## config.mk

```make
export PLATFORM = sky130hd
export DESIGN_NAME = gdc_gain_ctrl
export DESIGN_NICKNAME = d
export VERILOG_FILES = /design/src/hw/gdc_pkg.sv /design/src/hw/gdc_gain_ctrl.sv
export SDC_FILE = /design/constraint.sdc
export NUM_CORES = 1
export LEC_CHECK = 0
export BUFFER_PORTS_ARGS = -buffer_cell sky130_fd_sc_hd__buf_2
export CAP_MARGIN = 25
export CORE_MARGIN = 4
export CORE_UTILIZATION = 33
export CTS_CLUSTER_SIZE = 12
export DETAILED_ROUTE_END_ITERATION = 8
export SLEW_MARGIN = 20
export SYNTH_ARGS = -nofsm -noshare
export SYNTH_HDL_FRONTEND = slang
export SYNTH_SLANG_ARGS = --single-unit
```

## constraint.sdc

```tcl
create_clock -name CLK_I -period 4.19 [get_ports CLK_I]
set_input_delay 0.6285 -clock CLK_I [delete_from_list [all_inputs] [get_ports CLK_I]]
set_output_delay 0.6285 -clock CLK_I [all_outputs]
set_load 0.02 [all_outputs]
```

## src/hw/gdc_pkg.sv

```systemverilog
package gdc_pkg;

    // Clock and interval unit; the unit count follows from the clock rate
    localparam int CLK_HZ = 200_000_000;
    localparam int UNIT_NS = 2000;
    localparam int UNIT_CYC = (UNIT_NS * (CLK_HZ / 1_000_000)) / 1000;

    // Bus geometry: byte address, register index is the word number
    localparam int ADDR_W = 9;
    localparam int IDX_W = 7;
    localparam int DATA_W = 32;
    localparam int REG_W = 16;

    // Register indices; byte address is four times the index
    localparam logic [IDX_W-1:0] IDX_OSC_OVR = 7'h40;
    localparam logic [IDX_W-1:0] IDX_OSC_PER = 7'h41;
    localparam logic [IDX_W-1:0] IDX_CRS_OVR = 7'h42;
    localparam logic [IDX_W-1:0] IDX_FIN_OVR = 7'h43;
    localparam logic [IDX_W-1:0] IDX_AMP_PER = 7'h44;
    localparam logic [IDX_W-1:0] IDX_OSC_STAT = 7'h50;
    localparam logic [IDX_W-1:0] IDX_AMP_STAT = 7'h51;

    // Field layout
    localparam int FORCE_BIT = 15;
    localparam int OSC_CODE_W = 8;
    localparam int AMP_CODE_W = 6;
    localparam int RANGE_W = 2;
    localparam int STEP_W = 6;
    localparam int STAT_FORCE_BIT = 8;
    localparam int STAT_FINE_LSB = 8;

    // Implemented bits of the override registers; the rest read zero
    localparam logic [REG_W-1:0] OSC_OVR_MASK = 16'h80ff;
    localparam logic [REG_W-1:0] AMP_OVR_MASK = 16'h803f;

    // Reset values
    localparam logic [REG_W-1:0] OVR_RST = 16'h0000;
    localparam logic [REG_W-1:0] PER_RST = 16'h01f4;
    localparam logic [REG_W-1:0] PER_ZERO = 16'h0000;
    localparam logic [REG_W-1:0] PER_ONE = 16'h0001;

    // Oscillator drive code as handed to the analog drive
    typedef struct packed {
        logic [RANGE_W-1:0] range_sel;
        logic [STEP_W-1:0] step;
    } gdc_osc_code_t;

endpackage

```

## src/hw/gdc_gain_ctrl.sv

```systemverilog
// Our own choice: the Avalon-MM slave port.
`timescale 1ns/1ps
// What this block does
// - Oscillator force bit set: drive forced code, stop automatic oscillator updates.
// - Oscillator code refreshes once every period times 2 us.
// - Oscillator period zero: no automatic oscillator code updates; a set force bit still applies the forced code.
// - One 2 us interval unit is a fixed count of system clocks.
// - Coarse force bit set: apply forced coarse code, stop automatic coarse updates.
// - Fine force bit set: apply forced fine code, stop automatic fine updates.
// - Coarse and fine share one period; each refreshes every period times 2 us.
// - Shared amplifier period zero: neither coarse nor fine code updates.
// - Oscillator code leaves as 2-bit range select and 6-bit step.
module gdc_gain_ctrl
    import gdc_pkg::*;
#(
    parameter int UNIT_CYC_P = UNIT_CYC
) (
    input wire logic CLK_I,
    input wire logic SYS_RST_I,
    input wire logic [ADDR_W-1:0] AVS_ADDRESS_I,
    input wire logic AVS_READ_I,
    input wire logic AVS_WRITE_I,
    input wire logic [DATA_W-1:0] AVS_WRITEDATA_I,
    input wire logic [3:0] AVS_BYTEENABLE_I,
    output logic [DATA_W-1:0] AVS_READDATA_O,
    output logic AVS_WAITREQUEST_O,
    input wire gdc_osc_code_t OSC_AUTO_CODE_I,
    input wire logic [AMP_CODE_W-1:0] COARSE_AUTO_CODE_I,
    input wire logic [AMP_CODE_W-1:0] FINE_AUTO_CODE_I,
    output gdc_osc_code_t OSC_CODE_O,
    output logic [AMP_CODE_W-1:0] COARSE_CODE_O,
    output logic [AMP_CODE_W-1:0] FINE_CODE_O,
    output logic OSC_UPDATE_O,
    output logic COARSE_UPDATE_O,
    output logic FINE_UPDATE_O
);

    localparam int NCTL = 3;
    localparam int PRE_W = $clog2(UNIT_CYC_P);
    localparam logic [PRE_W-1:0] PRE_MAX = PRE_W'(UNIT_CYC_P - 1);
    localparam logic [PRE_W-1:0] PRE_ZERO = '0;
    localparam logic [PRE_W-1:0] PRE_ONE = PRE_W'(1);

    // Byte-lane merge; only lanes 0 and 1 carry register bits
    function automatic logic [REG_W-1:0] be_merge(input logic [REG_W-1:0] old_v,
                                                 input logic [DATA_W-1:0] wd,
                                                 input logic [3:0] be);
        be_merge = {be[1] ? wd[15:8] : old_v[15:8], be[0] ? wd[7:0] : old_v[7:0]};
    endfunction

    logic wait_q;
    logic [DATA_W-1:0] rdata_q;
    logic [REG_W-1:0] osc_ovr_q;
    logic [REG_W-1:0] osc_per_q;
    logic [REG_W-1:0] crs_ovr_q;
    logic [REG_W-1:0] fin_ovr_q;
    logic [REG_W-1:0] amp_per_q;
    gdc_osc_code_t osc_code_q;
    logic [AMP_CODE_W-1:0] crs_code_q;
    logic [AMP_CODE_W-1:0] fin_code_q;
    logic [NCTL-1:0] upd_q;
    logic [PRE_W-1:0] pre_q [NCTL];
    logic [REG_W-1:0] cnt_q [NCTL];

    // Bus decode: a request is accepted in the cycle where waitrequest is low
    wire logic req = AVS_READ_I | AVS_WRITE_I;
    wire logic acc = req & ~wait_q;
    wire logic wr_acc = AVS_WRITE_I & ~wait_q;
    wire logic [IDX_W-1:0] idx = AVS_ADDRESS_I[ADDR_W-1:2];
    wire logic hit_osc_ovr = idx == IDX_OSC_OVR;
    wire logic hit_osc_per = idx == IDX_OSC_PER;
    wire logic hit_crs_ovr = idx == IDX_CRS_OVR;
    wire logic hit_fin_ovr = idx == IDX_FIN_OVR;
    wire logic hit_amp_per = idx == IDX_AMP_PER;
    wire logic hit_osc_st = idx == IDX_OSC_STAT;
    wire logic hit_amp_st = idx == IDX_AMP_STAT;
    wire logic wait_d = acc | ~req;

    // Next register values; reserved override bits are masked on the way in
    wire logic [REG_W-1:0] osc_ovr_d = be_merge(osc_ovr_q, AVS_WRITEDATA_I,
                                                AVS_BYTEENABLE_I) & OSC_OVR_MASK;
    wire logic [REG_W-1:0] crs_ovr_d = be_merge(crs_ovr_q, AVS_WRITEDATA_I,
                                                AVS_BYTEENABLE_I) & AMP_OVR_MASK;
    wire logic [REG_W-1:0] fin_ovr_d = be_merge(fin_ovr_q, AVS_WRITEDATA_I,
                                                AVS_BYTEENABLE_I) & AMP_OVR_MASK;
    wire logic [REG_W-1:0] osc_per_d = be_merge(osc_per_q, AVS_WRITEDATA_I, AVS_BYTEENABLE_I);
    wire logic [REG_W-1:0] amp_per_d = be_merge(amp_per_q, AVS_WRITEDATA_I, AVS_BYTEENABLE_I);

    // Status words show what is really applied to the analog side
    wire logic [REG_W-1:0] osc_stat = {7'h00, osc_ovr_q[FORCE_BIT], osc_code_q};
    wire logic [REG_W-1:0] amp_stat = {2'h0, fin_code_q, 2'h0, crs_code_q};

    // Read mux; unmapped indices read zero
    wire logic [REG_W-1:0] rd_word =
        hit_osc_ovr ? osc_ovr_q :
        hit_osc_per ? osc_per_q :
        hit_crs_ovr ? crs_ovr_q :
        hit_fin_ovr ? fin_ovr_q :
        hit_amp_per ? amp_per_q :
        hit_osc_st ? osc_stat :
        hit_amp_st ? amp_stat : 16'h0000;

    // Bus handshake: one wait cycle, read data captured ahead of the ack edge
    always_ff @(posedge CLK_I) begin
        if (SYS_RST_I) begin
            wait_q <= 1'b1;
            rdata_q <= '0;
        end else begin
            wait_q <= wait_d;
            if (AVS_READ_I && wait_q) begin
                rdata_q <= {16'h0000, rd_word};
            end
        end
    end

    // Register writes take effect at the edge where waitrequest is seen low
    always_ff @(posedge CLK_I) begin
        if (SYS_RST_I) begin
            osc_ovr_q <= OVR_RST;
            osc_per_q <= PER_RST;
            crs_ovr_q <= OVR_RST;
            fin_ovr_q <= OVR_RST;
            amp_per_q <= PER_RST;
        end else if (wr_acc) begin
            if (hit_osc_ovr) osc_ovr_q <= osc_ovr_d;
            if (hit_osc_per) osc_per_q <= osc_per_d;
            if (hit_crs_ovr) crs_ovr_q <= crs_ovr_d;
            if (hit_fin_ovr) fin_ovr_q <= fin_ovr_d;
            if (hit_amp_per) amp_per_q <= amp_per_d;
        end
    end

    // Per-controller view: coarse and fine share one period but keep own counters
    logic [REG_W-1:0] period [NCTL];
    logic [NCTL-1:0] force_en;
    logic [NCTL-1:0] restart;
    logic [NCTL-1:0] hold;
    logic [NCTL-1:0] unit_tick;
    logic [NCTL-1:0] upd;
    assign period[0] = osc_per_q;
    assign period[1] = amp_per_q;
    assign period[2] = amp_per_q;
    assign force_en = {fin_ovr_q[FORCE_BIT], crs_ovr_q[FORCE_BIT], osc_ovr_q[FORCE_BIT]};
    // A period write restarts the interval so a shorter period never overshoots
    assign restart = {{2{wr_acc & hit_amp_per}}, wr_acc & hit_osc_per};

    // Interval timers: a prescaler makes the 2 us unit, a counter counts units
    for (genvar i = 0; i < NCTL; i++) begin : g_tmr
        assign hold[i] = force_en[i] | (period[i] == PER_ZERO) | restart[i];
        assign unit_tick[i] = ~hold[i] & (pre_q[i] == PRE_MAX);
        assign upd[i] = unit_tick[i] & (cnt_q[i] == period[i] - PER_ONE);

        always_ff @(posedge CLK_I) begin
            if (SYS_RST_I || hold[i]) begin
                pre_q[i] <= PRE_ZERO;
                cnt_q[i] <= PER_ZERO;
            end else begin
                pre_q[i] <= (pre_q[i] == PRE_MAX) ? PRE_ZERO : pre_q[i] + PRE_ONE;
                if (unit_tick[i]) begin
                    cnt_q[i] <= upd[i] ? PER_ZERO : cnt_q[i] + PER_ONE;
                end
            end
        end
    end

    // Applied codes: a forced code wins; otherwise the automatic code at each refresh
    always_ff @(posedge CLK_I) begin
        if (SYS_RST_I) begin
            osc_code_q <= '0;
            crs_code_q <= '0;
            fin_code_q <= '0;
            upd_q <= '0;
        end else begin
            upd_q <= upd;
            if (force_en[0]) begin
                osc_code_q <= osc_ovr_q[OSC_CODE_W-1:0];
            end else if (upd[0]) begin
                osc_code_q <= OSC_AUTO_CODE_I;
            end
            if (force_en[1]) begin
                crs_code_q <= crs_ovr_q[AMP_CODE_W-1:0];
            end else if (upd[1]) begin
                crs_code_q <= COARSE_AUTO_CODE_I;
            end
            if (force_en[2]) begin
                fin_code_q <= fin_ovr_q[AMP_CODE_W-1:0];
            end else if (upd[2]) begin
                fin_code_q <= FINE_AUTO_CODE_I;
            end
        end
    end

    assign AVS_READDATA_O = rdata_q;
    assign AVS_WAITREQUEST_O = wait_q;
    assign OSC_CODE_O = osc_code_q;
    assign COARSE_CODE_O = crs_code_q;
    assign FINE_CODE_O = fin_code_q;
    assign OSC_UPDATE_O = upd_q[0];
    assign COARSE_UPDATE_O = upd_q[1];
    assign FINE_UPDATE_O = upd_q[2];

    // Checking helpers: cycles since the last refresh or hold of each timer
    logic [31:0] gap_q [NCTL];
    for (genvar i = 0; i < NCTL; i++) begin : g_gap
        always_ff @(posedge CLK_I) begin
            if (SYS_RST_I || hold[i] || upd[i]) begin
                gap_q[i] <= '0;
            end else begin
                gap_q[i] <= gap_q[i] + 32'h00000001;
            end
        end
    end
endmodule

```

==> results by stage, run 1 <==
Worst setup path:
- Counting stages on the worst path, the most repeated cell is sky130_fd_sc_hd__nor2_1.
- The arrival time of data at the critical path endpoint is 3.84 ns.
- For this run, the slowest stage of the critical path takes 0.73 ns.
- The buffering stage count on the worst path with inverters included is 1.
- The critical path endpoint category is a flip-flop.
- The critical setup path kind is reg2reg.
- Walking the worst path, the cells encountered are inv_1 -> ha_1 -> or3b_2 -> nor4_4 -> nor2_1 -> a2111o_1 -> or4_1 -> o21ai_4 -> nor2_1.
- In this run the register-to-register setup slack is 0.52 ns.
- STA classifies the critical path startpoint as a flip-flop.
- The maximum fanout along the worst path is 16.
- Counting buffers and inverters, the worst setup path is 9 cells deep.
- The worst register-to-register path has a depth of 9.
- The required time reported for the critical path endpoint is 4.36 ns.
- The largest individual stage delay along the critical path comes from the cell sky130_fd_sc_hd__or4_1.
- The critical path's top delay family is simple AND/OR/NAND/NOR gates.

Timing:
- Setup repair after global routing left no endpoint under its margin.
- In this run the tightest slew margin relative to its limit is 0.4003.
- The number of hold violations in the final report is 0.
- The final total negative setup slack is 0 ns.
- Static timing analysis puts the maximum clock frequency at 0.2728 GHz.
- The post-route clock period utilization is 0.8748.
- The worst-margin pin slew is 0.8928 ns.
- The number of setup violations in the final report is 0.
- The final critical-path required period is 3.666 ns.
- The number of max-slew violations in the final report is 0.
- The clock arrives with 0.01544 ns of skew.

Status:
- The flow ran to the end, and the final reports show no timing, DRC or antenna violations.

Drt:
- Using the TritonRoute via totals, the vias-per-cell ratio works out to 5.446.
- Dividing the detail-routed wire length by the instance count gives 18.63 um.
- For this block, the initial DRC count from the detailed router was 841.
- Detailed routing inserted a total of 8589 vias.
- The first TritonRoute pass finished after 5 iterations.
- The aggregate routed wire length is 29380 um.
- For this run, design rule violations remaining after detail routing come to 0.
- The remaining antenna violation count is 0.

Floorplanning:
- For this design the top-level I/O count stands at 125.
- The floorplan step defined a core boundary enclosing 28700 um2.
- The number of rows in the core area is 62.
- The die boundary height is 178.7 um.
- The floorplan step defined a die boundary enclosing 31940 um2.
- The die width is 178.7 um.
- The initial utilization of the core area, before any placement, comes to 0.3351.

Yosys:
- The dominant register cell in the synthesized netlist is sky130_fd_sc_hd__dfxtp_1.
- The number of distinct standard cells referenced by the synthesized netlist is 76.
- The Yosys step of the flow raised 0 warnings.
- In this run, synthesis produced a sequential element count of 170.
- Counting flops with a built-in enable in the synthesized netlist gives 48.
- Of all flip-flops after synthesis, the portion carrying an async set or reset was 0.
- Synthesis produced a netlist whose cell count is 1115.
- Summing every instance area after synthesis gives 9618 um2.
- In this run the mean area of a mapped cell was 8.626 um2.
- For this run, the register share of the synthesized area comes to 0.4038.

Clock tree:
- The TritonCTS buffer count is 17.
- The root buffer cell is sky130_fd_sc_hd__clkbuf_16.
- TritonCTS built the clock tree.
- For the worst-skew pair, the clock arrives at the later sink with an insertion delay of 0.44 ns.
- The TritonCTS sink count is 170.
- The number of setup buffers added after CTS is 0.
- After clock tree synthesis, the repair step resized 0 gates.
- In this run the deepest clock path goes through 2 buffers.
- The clock-pin slew on the worst setup and hold paths is 0.07 ns.
- Buffers inserted to repair hold after CTS numbered 0.
- The H-tree was split into 4 levels.

Worst hold path:
- The kind of path behind the tightest hold check is in2reg.
- Along the worst hold path, the cell count comes to 2.

Final layout:
- The final net count is 1256.
- The final core utilization is 0.3841.
- Leaving out fill and tap cells, the most frequent cell in the layout is sky130_fd_sc_hd__nor2_1.
- The layout-stage area growth over the synthesis result is 14.62%.
- In the layout the commonest cells are sky130_fd_sc_hd__nor2_1 (148), sky130_fd_sc_hd__dfxtp_1 (122), sky130_fd_sc_hd__nand2_1 (93).
- The final standard cell count with taps included and fillers excluded is 1577.
- Of the cells placed in the final design, the portion with a size suffix greater than 1 is 0.1495.

Flow run:
- Max-cap violations in this run came to 0.

Power and ir drop:
- Dividing total power by cell area gives a power density of 329.0 nW/um2.
- The static power due to leakage is 3.894 nW.
- IR analysis of the VDD net gives a maximum drop of 0.0002521 V.
- Total power for the finished layout comes to 0.003627 W.

Placement:
- The half-perimeter wire length after placement is 21790 um.
- Buffers placed on the I/O ports in this run total 88.
- Routability-driven placement finished with a final weighted congestion of 0.8673.
- The cell count after placement is 1543.

GRT:
- The initial antenna violation count is 14.
- The maximum number of pins on one net before global-route repair is 65.
- Across every metal layer, demand over resource in global routing totals 0.1791.
- The first-pass GRT wire length is 44310 um.
- The via count of the first global-routing pass is 7707.
- The remaining global-route overflow is 0.
==> routing by layer <==
layer,vias up,global-route usage,wire length [um]
li1,4130,-,-
met1,4079,0.2499,13400
met2,309,0.2712,12580
met3,49,0.05567,2759
met4,22,0.04317,502
met5,-,0,136
==> power breakdown <==
part | internal [W] | total, W | switching (W)
combinational | 0.0000816 | 0.000231 | 0.000150
sequential | 0.00172 | 0.00176 | 0.0000384
clock | 0.000931 | 0.00164 | 0.000705
==> logic make-up after synthesis <==
| kind of cell | after synthesis | synth area share |
|---|---|---|
| buf+inv | 114 | 0.05308 |
| fa+ha+maj | 9 | 0.01171 |
| flops | 170 | 0.4038 |
| xor+xnor | 114 | 0.1081 |
| other cells | 1 | 0.0003899 |
| simple gates | 479 | 0.2473 |
| mux | 24 | 0.02576 |
| compound gates | 204 | 0.1499 |
==> registers in the layout (all words and copies together) (netlist names) <==
name,cells
AVS_READDATA_O,16
AVS_WAITREQUEST_O,1
COARSE_CODE_O,6
FINE_CODE_O,6
OSC_CODE_O,8
amp_per_q,16
cnt_q,48
crs_ovr_q,7
fin_ovr_q,7
osc_ovr_q,9
osc_per_q,16
pre_q,27
upd_q,3
==> synthesized netlist by cell type, types with 11 or more instances <==
cell                       number  share of area
sky130_fd_sc_hd__nor2_1       148          0.058
sky130_fd_sc_hd__dfxtp_1      122           0.25
sky130_fd_sc_hd__nand2_1       93          0.036
sky130_fd_sc_hd__nand3_1       85          0.044
sky130_fd_sc_hd__xnor2_1       66          0.060
sky130_fd_sc_hd__clkbuf_1      56          0.022
sky130_fd_sc_hd__a21oi_1       48          0.025
sky130_fd_sc_hd__edfxtp_1      48           0.15
sky130_fd_sc_hd__xor2_1        45          0.041
sky130_fd_sc_hd__o21ai_0       42          0.022
sky130_fd_sc_hd__nor3_1        31          0.016
sky130_fd_sc_hd__inv_1         28          0.011
sky130_fd_sc_hd__a221oi_1      22          0.020
sky130_fd_sc_hd__and3_1        18          0.012
sky130_fd_sc_hd__mux2i_1       18          0.019
sky130_fd_sc_hd__buf_4         17          0.013
sky130_fd_sc_hd__nand4_1       15         0.0098
sky130_fd_sc_hd__nor4_1        13         0.0085
sky130_fd_sc_hd__a31oi_1       11         0.0072
==> path summary, 6_finish.rpt <==
| path | start | end |
|---|---|---|
| setup reg to reg | amp_per_q[1] | cnt_q[2][4] |
| hold / removal | AVS_READ_I | AVS_WAITREQUEST_O |
| setup / recovery | amp_per_q[1] | cnt_q[2][4] |
| hold reg to reg | pre_q[0][0] | pre_q[0][0] |
==> stage by stage <==
step / hold WS, ns / area, um2 / setup WS (ns)
2_1_floorplan: 0.4175 / 9674 / 0.8543
3_3_place_gp: 0.4265 / 10410 / 0.5801
3_5_place_dp: 0.4374 / 10410 / 0.5748
4_1_cts: 0.4003 / 11020 / 0.5565
5_1_grt: 0.4265 / 11020 / 0.3068
6_report: 0.4109 / 11020 / 0.5244
==> area by class of cell <==
class	instances	area [um2]
repair buffers	115	655.6
fillers	2931	17680
clock buffers	22	506.7
multi-input cells	846	5285
inverters	28	105.1
well taps	384	480.5
flip-flops and latches	170	3884
diodes	2	5.005
clock inverters	10	102.6
==> worst register-to-register path, stage by stage, from the launching register on <==
cell and delay [ns]:
sky130_fd_sc_hd__dfxtp_1 0.31, sky130_fd_sc_hd__inv_1 0.07, sky130_fd_sc_hd__ha_1 0.34, sky130_fd_sc_hd__or3b_2 0.64, sky130_fd_sc_hd__nor4_4 0.24, sky130_fd_sc_hd__nor2_1 0.09, sky130_fd_sc_hd__a2111o_1 0.41, sky130_fd_sc_hd__or4_1 0.73
sky130_fd_sc_hd__o21ai_4 0.46, sky130_fd_sc_hd__nor2_1 0.11
Power figures use the tool's default switching activity.
==> inputs of run 2 (changes only) <==
--- a/config.mk
+++ b/config.mk
@@ -7,6 +7,7 @@
 export LEC_CHECK = 0
 export BUFFER_PORTS_ARGS = -buffer_cell sky130_fd_sc_hd__buf_2
 export CAP_MARGIN = 25
+export CORE_ASPECT_RATIO = 0.8
 export CORE_MARGIN = 4
 export CORE_UTILIZATION = 33
 export CTS_CLUSTER_SIZE = 12
==> run 2 against run 1 <==
Net effect:
- sequential share of layout area rose by 0.25 points
- die area about the same
- critical path type unchanged
- core utilization about the same
- wire length rose by 1.7%
- hold slack better by 0.0036 ns
- largest cell class unchanged
- non-clock buffer count increased by 4
- setup slack lost 0.013 ns
- combinational power is 2% higher
==> results by stage, run 2 (same netlist as run 1, synthesis figures left out) <==
Timing:
- For this run, the top clock speed supported by timing is 0.2718 GHz.
- The number of max-slew violations in the final report is 0.
- The number of setup violations in the final report is 0.
- Hold timing on the final database bottoms out at a slack of 0.4145 ns.
- The worst pin sits at a relative slew slack of 0.2899.
- Dividing the final minimum period by the clock period gives 0.8780.
- For the pin with the worst max-slew slack, the measured transition is 1.057 ns.
- Setup repair after global routing left no endpoint under its margin.
- The worst clock skew is 0.01284 ns.
- The final critical-path required period is 3.679 ns.
- The final total negative setup slack is 0 ns.
- The number of hold violations in the final report was 0.
- The slack of the critical path is 0.5112 ns.

Drt:
- The detailed router finished its first iteration with 1011 violations.
- In this run the remaining antenna-violating nets after routing total 0.
- For this run, the detailed router's first-pass iteration total came to 6.
- The residual DRC count is 0.
- In the final routed layout, each cell accounts on average for 19.07 um.
- Wires add up to 29870 um.
- Summing over every cut layer, the via total after detailed routing is 8661.
- After detailed routing, the number of vias per cell comes to 5.531.

Placement:
- The routability-driven placement congestion ratio is 0.9140.
- The area after detailed placement is 10410 um2.
- The worst slack at placement is 0.5603 ns.
- The port buffer count is 88.
- Detailed placement ended at an HPWL of 22230 um.

Worst setup path:
- STA puts the critical path data required time at 4.36 ns.
- The maximum fanout along the worst path is 16.
- The arrival time of data at the critical path endpoint is 3.85 ns.
- On the critical path the largest part of the delay comes from simple AND/OR/NAND/NOR gates.
- The category of the worst setup path launch point is a flip-flop.
- Measured in cells, the most critical reg-to-reg path has a length of 9.
- The signal on the critical path passes through inv_1 -> ha_1 -> nor3b_1 -> a21oi_1 -> a2111oi_0 -> o2111ai_1 -> or4_1 -> o21ai_4 -> nor2_1.
- The slack of the worst reg-to-reg path is 0.51 ns.
- The maximum cell stage delay along the critical path is 0.69 ns.
- The cell at the slowest stage of the critical path is sky130_fd_sc_hd__or4_1.
- The end of the worst register-to-register path is cnt_q[2][3].
- The critical path endpoint category is a flip-flop.
- In this run the critical register-to-register path is launched from amp_per_q[0].
- The launch point of the critical path is amp_per_q[0].
- The critical setup path kind is reg2reg.
- The number of buffers and inverters on the critical path is 1.

Status:
- The run finished with clean final reports.

Clock tree:
- CTS built an H-tree with a depth of 4.
- The root buffer cell is sky130_fd_sc_hd__clkbuf_16.
- The clock passes through at most 2 buffers.
- The TritonCTS clock tree is done.
- The clock-pin slew on the worst setup and hold paths is 0.07 ns.
- Clock latency on the worst-skew pair, taken at its later pin, is 0.45 ns.
- The number of post-CTS setup repair buffers is 0.
- The hold buffer count at CTS is 0.
- Gates resized during post-CTS repair numbered 0.
- The TritonCTS sink count is 170.
- The number of clock buffers added by TritonCTS is 17.

Final layout:
- Leaving out fill and tap cells, the most frequent cell in the layout is sky130_fd_sc_hd__nor2_1.
- The filler cell count is 2887.
- The register with the most flip-flops in the layout has 48 of them.
- The post-route cell area is 10950 um2.
- In the final layout, the registers with the most flip-flops are cnt_q (48), pre_q (27).
- The fraction of layout instances using a drive strength above 1 is 0.1523.
- The final net count is 1260.
- At the end of the flow the core is filled with cells to 0.3842.
- The register with the most flip-flops in the final layout is cnt_q.
- From synthesis to final layout, the design area changed by 13.82%.
- In the layout the commonest cells are sky130_fd_sc_hd__nor2_1 (148), sky130_fd_sc_hd__dfxtp_1 (122), sky130_fd_sc_hd__nand2_1 (93).

Floorplanning:
- The die boundary height is 160.7 um.
- The total area inside the core boundary comes to 28490 um2.
- The initial core utilization is 0.3376.
- The die covers 31960 um2.
- The die width is 198.9 um.
- For this design the top-level I/O count stands at 125.
- Row generation in the floorplan step produced 55 rows.

GRT:
- The remaining global-route overflow is 0.
- The total global-route track usage is 0.1834.
- The initial antenna violation count is 6.
- The via count of the first global-routing pass is 7819.
- Entering global routing, the biggest net connects 65 pins.
- The first global-routing pass estimated 45890 um of wire.

Power and ir drop:
- The power per cell area is 320.0 nW/um2.
- In this run the static leakage power is 3.880 nW.
- IR analysis of the VDD net gives a maximum drop of 0.0001537 V.

Worst hold path:
- The worst hold path was traced through 2 stages.
- The path with the worst hold slack has its endpoint at AVS_WAITREQUEST_O.
- In this run the most critical hold path is launched from AVS_WRITE_I.
- The kind of path behind the tightest hold check is in2reg.

Flow run:
- The number of maximum-capacitance violations is 0.
-- run 2: cell count changes in the layout (fill, tap and decap cells not counted) --
cell / change
sky130_fd_sc_hd__buf_4: +5
sky130_fd_sc_hd__clkinv_2: +4
sky130_fd_sc_hd__inv_6: +3
sky130_fd_sc_hd__clkbuf_16: -2
sky130_fd_sc_hd__buf_12: -1
sky130_fd_sc_hd__bufinv_16: -1
sky130_fd_sc_hd__clkbuf_8: -1
sky130_fd_sc_hd__clkinv_4: -1
sky130_fd_sc_hd__clkinvlp_4: -1
sky130_fd_sc_hd__diode_2: -1
sky130_fd_sc_hd__inv_8: -1
-- run 2: worst reg2reg max path, cell delays in order, from the launching register on --
cell,delay (ns)
sky130_fd_sc_hd__dfxtp_1,0.31
sky130_fd_sc_hd__inv_1,0.07
sky130_fd_sc_hd__ha_1,0.35
sky130_fd_sc_hd__nor3b_1,0.56
sky130_fd_sc_hd__a21oi_1,0.18
sky130_fd_sc_hd__a2111oi_0,0.42
sky130_fd_sc_hd__o2111ai_1,0.26
sky130_fd_sc_hd__or4_1,0.69
sky130_fd_sc_hd__o21ai_4,0.46
sky130_fd_sc_hd__nor2_1,0.11
-- run 2: final cells by class --
class,instances,area [um2],share of cell area
multi-input cells,846,5285,0.4828
diodes,1,2.502,0.0002286
flip-flops and latches,170,3884,0.3548
well taps,370,462.9,0.04229
clock buffers,19,442.9,0.04046
repair buffers,119,673.1,0.06149
inverters,28,105.1,0.009601
clock inverters,13,91.34,0.008344
-- run 2: worst max path at each step --
stage                   endpoint  slack, ns  cells after the start
floorplan           cnt_q[2][10]       0.85                     13
global placement    cnt_q[2][15]       0.60                      9
detailed placement   cnt_q[2][3]       0.56                      9
CTS                  cnt_q[2][3]       0.54                      9
global route         cnt_q[2][3]       0.30                      9
finish               cnt_q[2][3]       0.51                      9
-- run 2: power breakdown --
part	internal (W)	switching [W]	total, W
clock network	0.000779	0.000727	0.00151
logic	0.0000812	0.000154	0.000235
registers	0.00172	0.0000415	0.00176
-- run 2: metrics by stage --
stage,cells,power (W)
floorplan,1130,0.001944
global placement,1533,0.002028
detailed placement,1533,0.002032
CTS,1565,0.003523
global route,1566,0.003624
finish,1566,0.003503
-- run 2: routing by layer --
layer  share of wire  routed length [um]  global-route usage  up-vias
met2            0.41               12270              0.2519      352
met3           0.086                2557             0.04761       53
met4           0.030                 897             0.06526        8
met1            0.47               14100              0.2748     4120
li1                -                   -                   -     4128
met5          0.0016                  49                   0        -
